`config.mk`:
```
export PLATFORM = sky130hd
export DESIGN_NAME = qclk_top
export DESIGN_NICKNAME = d
export VERILOG_FILES = /design/src/qclk_pkg.sv /design/src/qclk_top.sv /design/src/phase_gen.sv
export SDC_FILE = /design/constraint.sdc
export NUM_CORES = 1
export LEC_CHECK = 0
export BUFFER_PORTS_ARGS = -buffer_cell sky130_fd_sc_hd__buf_2
export CAP_MARGIN = 20
export CORE_MARGIN = 1
export CORE_UTILIZATION = 40
export CTS_BUF_LIST = sky130_fd_sc_hd__clkbuf_2
export DETAILED_ROUTE_END_ITERATION = 7
export MAX_ROUTING_LAYER = met4
export SLEW_MARGIN = 10
export SYNTH_ARGS = -nofsm -noshare
export SYNTH_HDL_FRONTEND = slang
export SYNTH_SLANG_ARGS = --single-unit
```
`constraint.sdc`:
```
create_clock -name clk_i -period 9.4 [get_ports clk_i]
set_input_delay 2.35 -clock clk_i [delete_from_list [all_inputs] [get_ports clk_i]]
set_output_delay 2.35 -clock clk_i [all_outputs]
set_load 0.005 [all_outputs]
```
`src/qclk_pkg.sv`:
```
// Shared constants for the quadrature clock and reset state block
package qclk_pkg;

  // ==========================================================
  // Oscillator modes
  typedef enum logic [1:0] {
    low_frequency_crystal_mode = 2'h0,
    standard_crystal_mode = 2'h1,
    external_clock_mode = 2'h2,
    resistor_capacitor_mode = 2'h3
  } osc_mode_t;

  // ==========================================================
  // Timing
  localparam int CLK_HZ = 10000000;
  localparam int POWER_UP_TIMER_MS = 96;
  localparam int POWER_UP_TIMER_CYCLES = (POWER_UP_TIMER_MS * (CLK_HZ / 1000));
  localparam int OST_CYCLES = 1024;
  localparam int PHASES = 4;

  // ==========================================================
  // AXI4-Lite register map
  localparam logic [7:0] CTRL_ADDR = 8'h00;
  localparam logic [7:0] STATUS_ADDR = 8'h04;
  localparam logic [7:0] PC_ADDR = 8'h08;
  localparam logic [7:0] IR_ADDR = 8'h0C;
  localparam logic [7:0] DDR_ADDR = 8'h10;
  localparam logic [7:0] SCRATCH_ADDR = 8'h14;
  localparam logic [7:0] FETCH_ADDR = 8'h18;

  // CTRL bits
  localparam int CTRL_BRANCH_BIT = 0;
  localparam int CTRL_EXTEXEC_BIT = 1;
  localparam int CTRL_SLEEP_BIT = 2;
  // STATUS bits
  localparam int ST_POR_BIT = 0;
  localparam int ST_BOR_BIT = 1;
  localparam int ST_PD_BIT = 2;
  localparam int ST_TO_BIT = 3;
  localparam int ST_RESET_BIT = 4;
  localparam int ST_MODE_LSB = 8;

  localparam logic [15:0] PC_RESET = 16'h0000;
  localparam logic [7:0] DDR_RESET = 8'hFF;
  localparam logic [1:0] AXI_OKAY = 2'h0;
  localparam logic [1:0] AXI_SLVERR = 2'h2;

endpackage

```
`src/qclk_top.sv`:
```
// Quadrature clocking, fetch pipeline and reset state control
// Functional notes
// (RULE1) External clock mode drives out a clock of four input periods.
// (RULE2) RC mode drives out oscillator divided by four.
// (RULE3) Input clock divides by four into four one-hot phases in order.
// (RULE4) Program counter increments once per cycle in phase one.
// (RULE5) Word at program counter is captured by phase four.
// (RULE6) Fetched word loads the instruction latch at phase one, executes after.
// (RULE7) Fetch overlaps execute; one instruction per four-phase cycle.
// (RULE8) Branches take two cycles; the prefetched word is discarded.
// (RULE9) Operand read in phase two, result write in phase four.
// (RULE10) Four reset sources: power-on, brown-out, master clear, watchdog.
// (RULE11) Some registers survive every reset; most take reset values.
// (RULE12) Timeout and powerdown flags with POR and BOR give reset cause.
// (RULE13) Reset forces all port direction bits to one.
// (RULE14) Peripherals may reassign pins on reset.
// (RULE15) Phase generator held in phase one during reset.
// (RULE16) In external execution modes reset drives latch low, strobes high.
// (RULE17) Power-on reset holds device until supply is good, both edges.
// (RULE18) Two-bit select picks one of four oscillator modes.
// (RULE19) Power-up timer holds reset 96 ms after power-on or brown-out.
// (RULE20) Start-up timer counts 1024 cycles with power-up or crystal wake.
// (RULE21) Phases restart at phase one after reset; clock out stays aligned.
//
// Added by the designer: the register offsets and the AXI4-Lite slave port.
module qclk_top
  import qclk_pkg::*;
#(
  parameter int POWER_UP_TIMER_COUNT = POWER_UP_TIMER_CYCLES,
  parameter int OST_COUNT = OST_CYCLES
)(
  // Clock and reset
  input wire logic clk_i,
  input wire logic nrst_i,
  // Reset sources
  input wire logic supply_good_i,
  input wire logic brown_out_i,
  input wire logic master_clear_n_i,
  input wire logic watchdog_timeout_i,
  input wire logic [1:0] osc_mode_select_i,
  // Program memory
  output logic [15:0] prog_addr_o,
  input wire logic [15:0] prog_data_i,
  // Phases and pins
  output logic [3:0] phase_o,
  output logic osc_out_pin_o,
  output logic osc_out_en_o,
  output logic address_latch_pin_o,
  output logic output_enable_pin_o,
  output logic write_strobe_pin_o,
  output logic ext_bus_en_o,
  output logic [7:0] port_dir_o,
  output logic pins_to_peripheral_o,
  output logic data_read_o,
  output logic data_write_o,
  output logic in_reset_o,
  // AXI4-Lite
  input wire logic [7:0] s_axi_awaddr,
  input wire logic s_axi_awvalid,
  output logic s_axi_awready,
  input wire logic [31:0] s_axi_wdata,
  input wire logic [3:0] s_axi_wstrb,
  input wire logic s_axi_wvalid,
  output logic s_axi_wready,
  output logic [1:0] s_axi_bresp,
  output logic s_axi_bvalid,
  input wire logic s_axi_bready,
  input wire logic [7:0] s_axi_araddr,
  input wire logic s_axi_arvalid,
  output logic s_axi_arready,
  output logic [31:0] s_axi_rdata,
  output logic [1:0] s_axi_rresp,
  output logic s_axi_rvalid,
  input wire logic s_axi_rready
);

  // ==========================================================
  // Reset release and pin synchronisers
  logic [1:0] rst_sync;
  logic rst_n;
  logic [4:0] pin_s1;
  logic [4:0] pin_s2;

  always_ff @(posedge clk_i or negedge nrst_i) begin
    if (!nrst_i) begin
      rst_sync <= 2'h0;
    end else begin
      rst_sync <= {rst_sync[0], 1'b1};
    end
  end
  assign rst_n = rst_sync[1];

  always_ff @(posedge clk_i or negedge rst_n) begin
    if (!rst_n) begin
      pin_s1 <= 5'h0;
      pin_s2 <= 5'h0;
    end else begin
      pin_s1 <= {supply_good_i, brown_out_i, master_clear_n_i, watchdog_timeout_i, 1'b0};
      pin_s2 <= pin_s1;
    end
  end

  logic supply_ok;
  logic bor_evt;
  logic master_clear_input_n;
  logic wdt_evt;
  assign supply_ok = pin_s2[4];
  assign bor_evt = pin_s2[3];
  assign master_clear_input_n = pin_s2[2];
  assign wdt_evt = pin_s2[1];

  // ==========================================================
  // Strap capture after release
  osc_mode_t osc_mode;
  logic mode_taken;

  always_ff @(posedge clk_i or negedge rst_n) begin
    if (!rst_n) begin
      osc_mode <= external_clock_mode;
      mode_taken <= 1'b0;
    end else if (!mode_taken) begin
      osc_mode <= osc_mode_t'(osc_mode_select_i); // (RULE18)
      mode_taken <= 1'b1;
    end
  end

  // ==========================================================
  // Reset sequencer
  typedef enum logic [1:0] {st_hold, st_timers, st_run} rst_state_t;
  rst_state_t state;
  logic [31:0] power_up_timer_cnt;
  logic [31:0] ost_cnt;
  logic supply_prev;
  logic sleeping;
  logic [31:0] ctrl;
  logic core_rst;
  logic por_flag;
  logic bor_flag;
  logic to_flag;
  logic pd_flag;
  logic crystal;
  // Only power-on and brown-out start the long power-up wait
  logic power_evt;

  assign crystal = (osc_mode == standard_crystal_mode) ||
                   (osc_mode == low_frequency_crystal_mode);
  assign core_rst = (state != st_run);

  always_ff @(posedge clk_i or negedge rst_n) begin
    if (!rst_n) begin
      state <= st_hold;
      power_up_timer_cnt <= 32'h0;
      ost_cnt <= 32'h0;
      supply_prev <= 1'b0;
      por_flag <= 1'b0;
      bor_flag <= 1'b0;
      to_flag <= 1'b1;
      pd_flag <= 1'b1;
      power_evt <= 1'b1;
    end else begin
      supply_prev <= supply_ok;
      case (state)
        st_hold: begin
          // Held on any supply crossing until the supply is good and master clear is released
          if (supply_ok && master_clear_input_n) begin // (RULE17)
            state <= st_timers;
            power_up_timer_cnt <= power_evt ? POWER_UP_TIMER_COUNT : 32'h0; // (RULE19)
            ost_cnt <= (power_evt || (crystal && sleeping)) ? OST_COUNT : 32'h0; // (RULE20)
          end
        end
        st_timers: begin
          if (power_up_timer_cnt != 32'h0) begin
            power_up_timer_cnt <= power_up_timer_cnt - 32'h1;
          end
          if (ost_cnt != 32'h0) begin
            ost_cnt <= ost_cnt - 32'h1;
          end
          if (power_up_timer_cnt == 32'h0 && ost_cnt == 32'h0) begin
            state <= st_run;
          end
        end
        st_run: begin
          // Power-on, brown-out, master clear, watchdog
          if (!supply_ok || supply_ok != supply_prev) begin // (RULE10)
            state <= st_hold;
            por_flag <= 1'b0; // (RULE12)
            to_flag <= 1'b1;
            pd_flag <= 1'b1;
            power_evt <= 1'b1;
          end else if (bor_evt) begin
            state <= st_hold;
            bor_flag <= 1'b0;
            to_flag <= 1'b1;
            pd_flag <= 1'b1;
            power_evt <= 1'b1;
          end else if (!master_clear_input_n) begin
            state <= st_hold;
            to_flag <= 1'b1;
            pd_flag <= ~sleeping;
            power_evt <= 1'b0;
          end else if (wdt_evt) begin
            state <= st_hold;
            to_flag <= 1'b0;
            pd_flag <= ~sleeping;
            power_evt <= 1'b0;
          end else if (s_axi_wvalid && s_axi_awvalid && s_axi_awaddr == STATUS_ADDR
                       && s_axi_awready) begin
            // Software rearms the POR and BOR cause flags
            por_flag <= por_flag | s_axi_wdata[ST_POR_BIT];
            bor_flag <= bor_flag | s_axi_wdata[ST_BOR_BIT];
          end
        end
        default: state <= st_hold;
      endcase
    end
  end

  // ==========================================================
  // Phase generator
  logic [3:0] ph;
  logic clkout;

  phase_gen u_phase (
    .clk_i(clk_i),
    .nrst_i(rst_n),
    .hold_i(core_rst), // (RULE15)
    .phase_o(ph),
    .clkout_o(clkout)
  );

  // ==========================================================
  // Fetch and execute pipeline
  logic [15:0] pc;
  logic [15:0] fetched;
  logic [15:0] ir;
  logic flush;
  logic [15:0] branch_target;
  logic [7:0] port_dir;

  always_ff @(posedge clk_i or negedge rst_n) begin
    if (!rst_n) begin
      pc <= PC_RESET;
      fetched <= 16'h0000;
      ir <= 16'h0000;
      flush <= 1'b0;
    end else if (core_rst) begin
      pc <= PC_RESET;
      flush <= 1'b0;
      // Latch contents survive reset
    end else begin // (RULE11)
      if (ph[0]) begin
        pc <= pc + 16'h0001; // (RULE4)
        ir <= flush ? 16'h0000 : fetched; // (RULE6) (RULE8)
        flush <= 1'b0;
      end
      if (ph[3]) begin
        fetched <= prog_data_i; // (RULE5) (RULE7)
        if (ctrl[CTRL_BRANCH_BIT] && ir != 16'h0000) begin
          pc <= branch_target; // (RULE8)
          flush <= 1'b1;
        end
      end
    end
  end

  // ==========================================================
  // Pins and core outputs
  always_ff @(posedge clk_i or negedge rst_n) begin
    if (!rst_n) begin
      phase_o <= 4'h1;
      osc_out_pin_o <= 1'b0;
      osc_out_en_o <= 1'b0;
      address_latch_pin_o <= 1'b0;
      output_enable_pin_o <= 1'b1;
      write_strobe_pin_o <= 1'b1;
      ext_bus_en_o <= 1'b0;
      port_dir_o <= DDR_RESET;
      pins_to_peripheral_o <= 1'b1;
      data_read_o <= 1'b0;
      data_write_o <= 1'b0;
      in_reset_o <= 1'b1;
      prog_addr_o <= PC_RESET;
    end else begin
      phase_o <= ph;
      osc_out_pin_o <= clkout; // (RULE1) (RULE2)
      osc_out_en_o <= (osc_mode == external_clock_mode) ||
                      (osc_mode == resistor_capacitor_mode);
      ext_bus_en_o <= ctrl[CTRL_EXTEXEC_BIT];
      in_reset_o <= core_rst;
      prog_addr_o <= pc;
      pins_to_peripheral_o <= core_rst ? 1'b1 : 1'b0; // (RULE14)
      if (core_rst) begin
        port_dir_o <= DDR_RESET; // (RULE13)
        address_latch_pin_o <= 1'b0; // (RULE16)
        output_enable_pin_o <= 1'b1;
        write_strobe_pin_o <= 1'b1;
        data_read_o <= 1'b0;
        data_write_o <= 1'b0;
      end else begin
        port_dir_o <= port_dir;
        address_latch_pin_o <= ph[0];
        output_enable_pin_o <= ~ph[2];
        write_strobe_pin_o <= ~ph[3];
        data_read_o <= ph[1]; // (RULE9)
        data_write_o <= ph[3]; // (RULE9)
      end
    end
  end

  // ==========================================================
  // AXI4-Lite slave, one write and one read at a time
  logic aw_ok;
  logic [31:0] scratch;
  assign aw_ok = s_axi_awvalid && s_axi_wvalid && !s_axi_bvalid;
  assign sleeping = ctrl[CTRL_SLEEP_BIT];
  assign branch_target = ctrl[31:16];

  // No reset at all: contents survive every reset kind
  always_ff @(posedge clk_i) begin
    if (aw_ok && !s_axi_awready && s_axi_awaddr == SCRATCH_ADDR) begin
      scratch <= s_axi_wdata; // (RULE11)
    end
  end

  always_ff @(posedge clk_i or negedge rst_n) begin
    if (!rst_n) begin
      s_axi_awready <= 1'b0;
      s_axi_wready <= 1'b0;
      s_axi_bvalid <= 1'b0;
      s_axi_bresp <= AXI_OKAY;
      ctrl <= 32'h0;
      port_dir <= DDR_RESET;
    end else begin
      s_axi_awready <= aw_ok && !s_axi_awready;
      s_axi_wready <= aw_ok && !s_axi_awready;
      if (core_rst) begin
        port_dir <= DDR_RESET; // (RULE13)
      end
      if (aw_ok && !s_axi_awready) begin
        s_axi_bvalid <= 1'b1;
        s_axi_bresp <= AXI_OKAY;
        case (s_axi_awaddr)
          CTRL_ADDR: ctrl <= s_axi_wdata;
          DDR_ADDR: if (!core_rst && s_axi_wstrb[0]) port_dir <= s_axi_wdata[7:0];
          STATUS_ADDR: s_axi_bresp <= AXI_OKAY;
          SCRATCH_ADDR: s_axi_bresp <= AXI_OKAY;
          default: s_axi_bresp <= AXI_SLVERR;
        endcase
      end else if (s_axi_bvalid && s_axi_bready) begin
        s_axi_bvalid <= 1'b0;
      end
    end
  end

  always_ff @(posedge clk_i or negedge rst_n) begin
    if (!rst_n) begin
      s_axi_arready <= 1'b0;
      s_axi_rvalid <= 1'b0;
      s_axi_rdata <= 32'h0;
      s_axi_rresp <= AXI_OKAY;
    end else begin
      s_axi_arready <= s_axi_arvalid && !s_axi_arready && !s_axi_rvalid;
      if (s_axi_arvalid && !s_axi_arready && !s_axi_rvalid) begin
        s_axi_rvalid <= 1'b1;
        s_axi_rresp <= AXI_OKAY;
        case (s_axi_araddr)
          CTRL_ADDR: s_axi_rdata <= ctrl;
          STATUS_ADDR: s_axi_rdata <= {22'h0, osc_mode, 3'h0, core_rst,
                                       to_flag, pd_flag, bor_flag, por_flag}; // (RULE12)
          PC_ADDR: s_axi_rdata <= {16'h0, pc};
          IR_ADDR: s_axi_rdata <= {16'h0, ir};
          DDR_ADDR: s_axi_rdata <= {24'h0, port_dir};
          SCRATCH_ADDR: s_axi_rdata <= scratch; // (RULE11)
          FETCH_ADDR: s_axi_rdata <= {16'h0, fetched};
          default: begin
            s_axi_rdata <= 32'h0;
            s_axi_rresp <= AXI_SLVERR;
          end
        endcase
      end else if (s_axi_rvalid && s_axi_rready) begin
        s_axi_rvalid <= 1'b0;
      end
    end
  end

endmodule

```
`src/phase_gen.sv`:
```
// Divide-by-four quadrature phase generator
module phase_gen
  import qclk_pkg::*;
(
  // Clock and reset
  input wire logic clk_i,
  input wire logic nrst_i,
  // Control
  input wire logic hold_i,
  // Phases
  output logic [3:0] phase_o,
  output logic clkout_o
);

  // ==========================================================
  // Phase ring
  logic [1:0] count;

  always_ff @(posedge clk_i or negedge nrst_i) begin
    if (!nrst_i) begin
      count <= 2'h0;
    end else if (hold_i) begin
      count <= 2'h0; // (RULE15)
    end else begin
      count <= count + 2'h1; // (RULE3)
    end
  end

  // One-hot, so phases never overlap
  always_ff @(posedge clk_i or negedge nrst_i) begin
    if (!nrst_i) begin
      phase_o <= 4'h1;
      clkout_o <= 1'b1;
    end else begin
      phase_o <= 4'h1 << ((hold_i) ? 2'h0 : count + 2'h1); // (RULE3)
      // High in phase one and two, low in three and four
      clkout_o <= hold_i | (count == 2'h3) | (count == 2'h0); // (RULE21)
    end
  end

endmodule

```
==> results.toml <==
[route]
drt_iter0_drc = 810
routed-via-count = 9996
wl_mm = 33.7
via_per_inst = 5.63
wl_per_cell_um = 19.0
drtAntennaViolNets = 0
route.detailed.drc = 36
drt-pass1-iter-count = 8

[sta]
rsz0062_at_grt = "no"
skew_ns = 0.0847
setup_slack_ns = 5.50
period_share_pct = 41.5
tns_ns = 0
max_freq_mhz = 256
worst_pin_slew_ns = 1.12
hold_viol = 0
relSlewSlack_pct = 25.3
final.min_clock_period_ns = 3.90
final_max_slew_viol_count = 0
setup_violations = 0

[placement]
dp_slack_ns = 4.50
dp.cells = 1626
gp_congestion = 0.867
port_buffers = 154
hpwl_mm = 22.3

[setup_path]
path_max_fanout = 1
cp-end-kind = "primary output"
cp_slowest_stage_delay_ns = 0.56
arrival_ns = 1.55
critical-path-top-delay-family = "flip-flops"
path_cells = "buf_2"
crit_type = "register to primary output"
crit_buf_inv = 1
cp.required_ns = 7.05
critPathLaunchType = "register"
cp_slowest_cell = "dfstp_2"

[clock_tree]
cts_max_level = 3
tritoncts = "built"
path_clk_slew_ns = 0.10
post-cts-setup-buffers = 0
cts_root_buf = "clkbuf_2"
post_cts_resized = 0
clkLatencyLatePin_ns = 0.90
clockBufferDepth = 3
cts.sinks = 288
cts_buffers = 78
postCtsHoldBufs = 0

[floorplan]
start_util_pct = 40.9
core-area_um2 = 30800
die_height_um = 180
io_pins = 160
die_x_um = 180
dieArea_um2 = 32300
num_rows = 64

[global_route]
grt_pass1_wl_mm = 53.6
antenna_found_initial = 3
grt_use_total_pct = 21.9
gr-total-overflow = 0
grt_start_max_net_pins = 77
grt_pass1_vias = 9706

[run]
drv_cap = 0

[finish]
drive_above_1_share_pct = 30.3
final_util_pct = 47.3
final_nets = 1398
area_growth_pct = 15.6
n_fill_cell = 2880
final-instance-count-excl-fill = 1777

[logic_synthesis]
syn_avg_cell_area_um2 = 11.2
postSynthCellCount = 1128
synth_cell_types = 70
syn-cell-area_um2 = 12600
yosysSeqAreaShare_pct = 58.6
synthArstFlopShare_pct = 88.9
ys.flop_type = "dfrtp_1"
synth_warnings = 0
synth.ff_latch_count = 288
synth_top_cell_area_share_pct = 45.6
synth_largest_area_cell = "dfrtp_1"
synth.area.top_cells = "dfrtp_1, edfxtp_1, mux2_2, dfstp_2, o21ai_0"
synth-edff-count = 32

[power]
irDropWorstVdd_mv = 0.145
p_leak_nw = 6.55
power.density_nw_per_um2 = 203

[status]
violations = "design-rule violations"
outcome = "finished with violations"

[min_path]
hold_class = "register to register"
-- state kept, by name (all words and copies together) (netlist names), 2 cells and up --
name and count:
ctrl 32, ost_cnt 32, power_up_timer_cnt 32, s_axi_rdata 32, scratch 32, fetched 16, ir 16, pc 16
prog_addr_o 16, port_dir 8, port_dir_o 8, phase_o 4, pin_s1 4, pin_s2 4, u_phase.phase_o 4, osc_mode 2
rst_sync 2, state 2, u_phase.count 2
-- layout make-up --
cell class / instances / area (um^2) / area share (%)
diodes: 6 / 15.0 / 0.103
flip-flops and latches: 288 / 7400 / 50.7
multi-input cells: 754 / 4900 / 33.6
repair buffers: 173 / 933 / 6.39
clock buffers: 127 / 636 / 4.35
well taps: 396 / 495 / 3.39
clock inverters: 16 / 149 / 1.02
inverters: 17 / 63.8 / 0.437
-- per-layer routing --
layer	part of all wire, %	up-vias	wire length (um)	GRT usage, %
li1	-	4648	-	-
met1	44	4921	14800	28.5
met2	47	365	15800	33.9
met3	6.7	62	2270	4.38
met4	2.4	0	809	8.24
met5	0	-	0	-
-- through the flow --
step           hold slack, ns  power (mW)  area [um^2]
2_1_floorplan           0.331        1.88        12600
3_3_place_gp            0.335        2.00        13800
3_5_place_dp            0.338        2.02        13800
4_1_cts                 0.355        2.99        14500
5_1_grt                 0.369        3.14        14600
6_report                0.356        2.96        14600
-- worst paths after layout --
check                      cells past startpoint     startpoint             to  slack (ns)
max                                            1  port_dir_o[4]  port_dir_o[4]        5.50
min                                            0      pin_s1[3]      pin_s2[3]        0.36
max reg2reg                                    8     ost_cnt[0]    ost_cnt[16]        5.97
min reg2reg                                    0      pin_s1[3]      pin_s2[3]        0.36
max in group asynchronous                      2    rst_sync[1]          pc[5]        6.83
min in group asynchronous                      0    rst_sync[1]    ost_cnt[13]        0.37
-- report_power, final --
group          total [mW]  switching, mW  internal [mW]
Sequential           1.50          0.131           1.37
Combinational       0.495          0.290          0.205
Clock               0.957          0.522          0.435
-- logic make-up (layout without fill, tap and decap cells) --
family                     after synthesis  count (layout)  synth area share (%)
DFF                                    288             288                  58.6
AOI/OAI and AO/OA                      279             279                  14.5
muxes                                   70              70                  6.17
buffers and inverters                   88             333                  2.82
adders and majority gates                5               5                 0.496
xor gates and xnor gates                18              18                  1.25
and+or+nand+nor                        378             378                  16.1
other                                    2              10                0.0595
-- synth_stat cells, drive strengths merged, types with 8 or more instances --
library cell,number
a211oi,11
a21oi,58
a222oi,12
a22oi,34
a31oi,12
and3,9
buf,16
clkbuf,55
dfrtp,230
dfstp,26
edfxtp,32
inv,16
mux2,62
mux2i,8
nand2,89
nand2b,36
nand3,15
nand4,17
nor2,63
nor3,29
nor4,28
o21ai,81
o221ai,8
o31ai,19
or3,26
or4,22
xor2,12
-- cells in the final DEF (no fill, tap or decap), types with 18 or more instances in the layout --
cell type and n:
buf_4 18, buf_2 154, clkbuf_2 127, nand2b_1 36, mux2_2 62, dfstp_2 26
nor2_1 61, o31ai_1 19, a21oi_1 58, nor3_1 25, or4_1 20, nand2_1 89
edfxtp_1 32, dfrtp_1 229, or3_1 26, a22oi_1 34, nor4_1 26, o21ai_0 81
No activity file was read; power rests on OpenSTA's default activity.
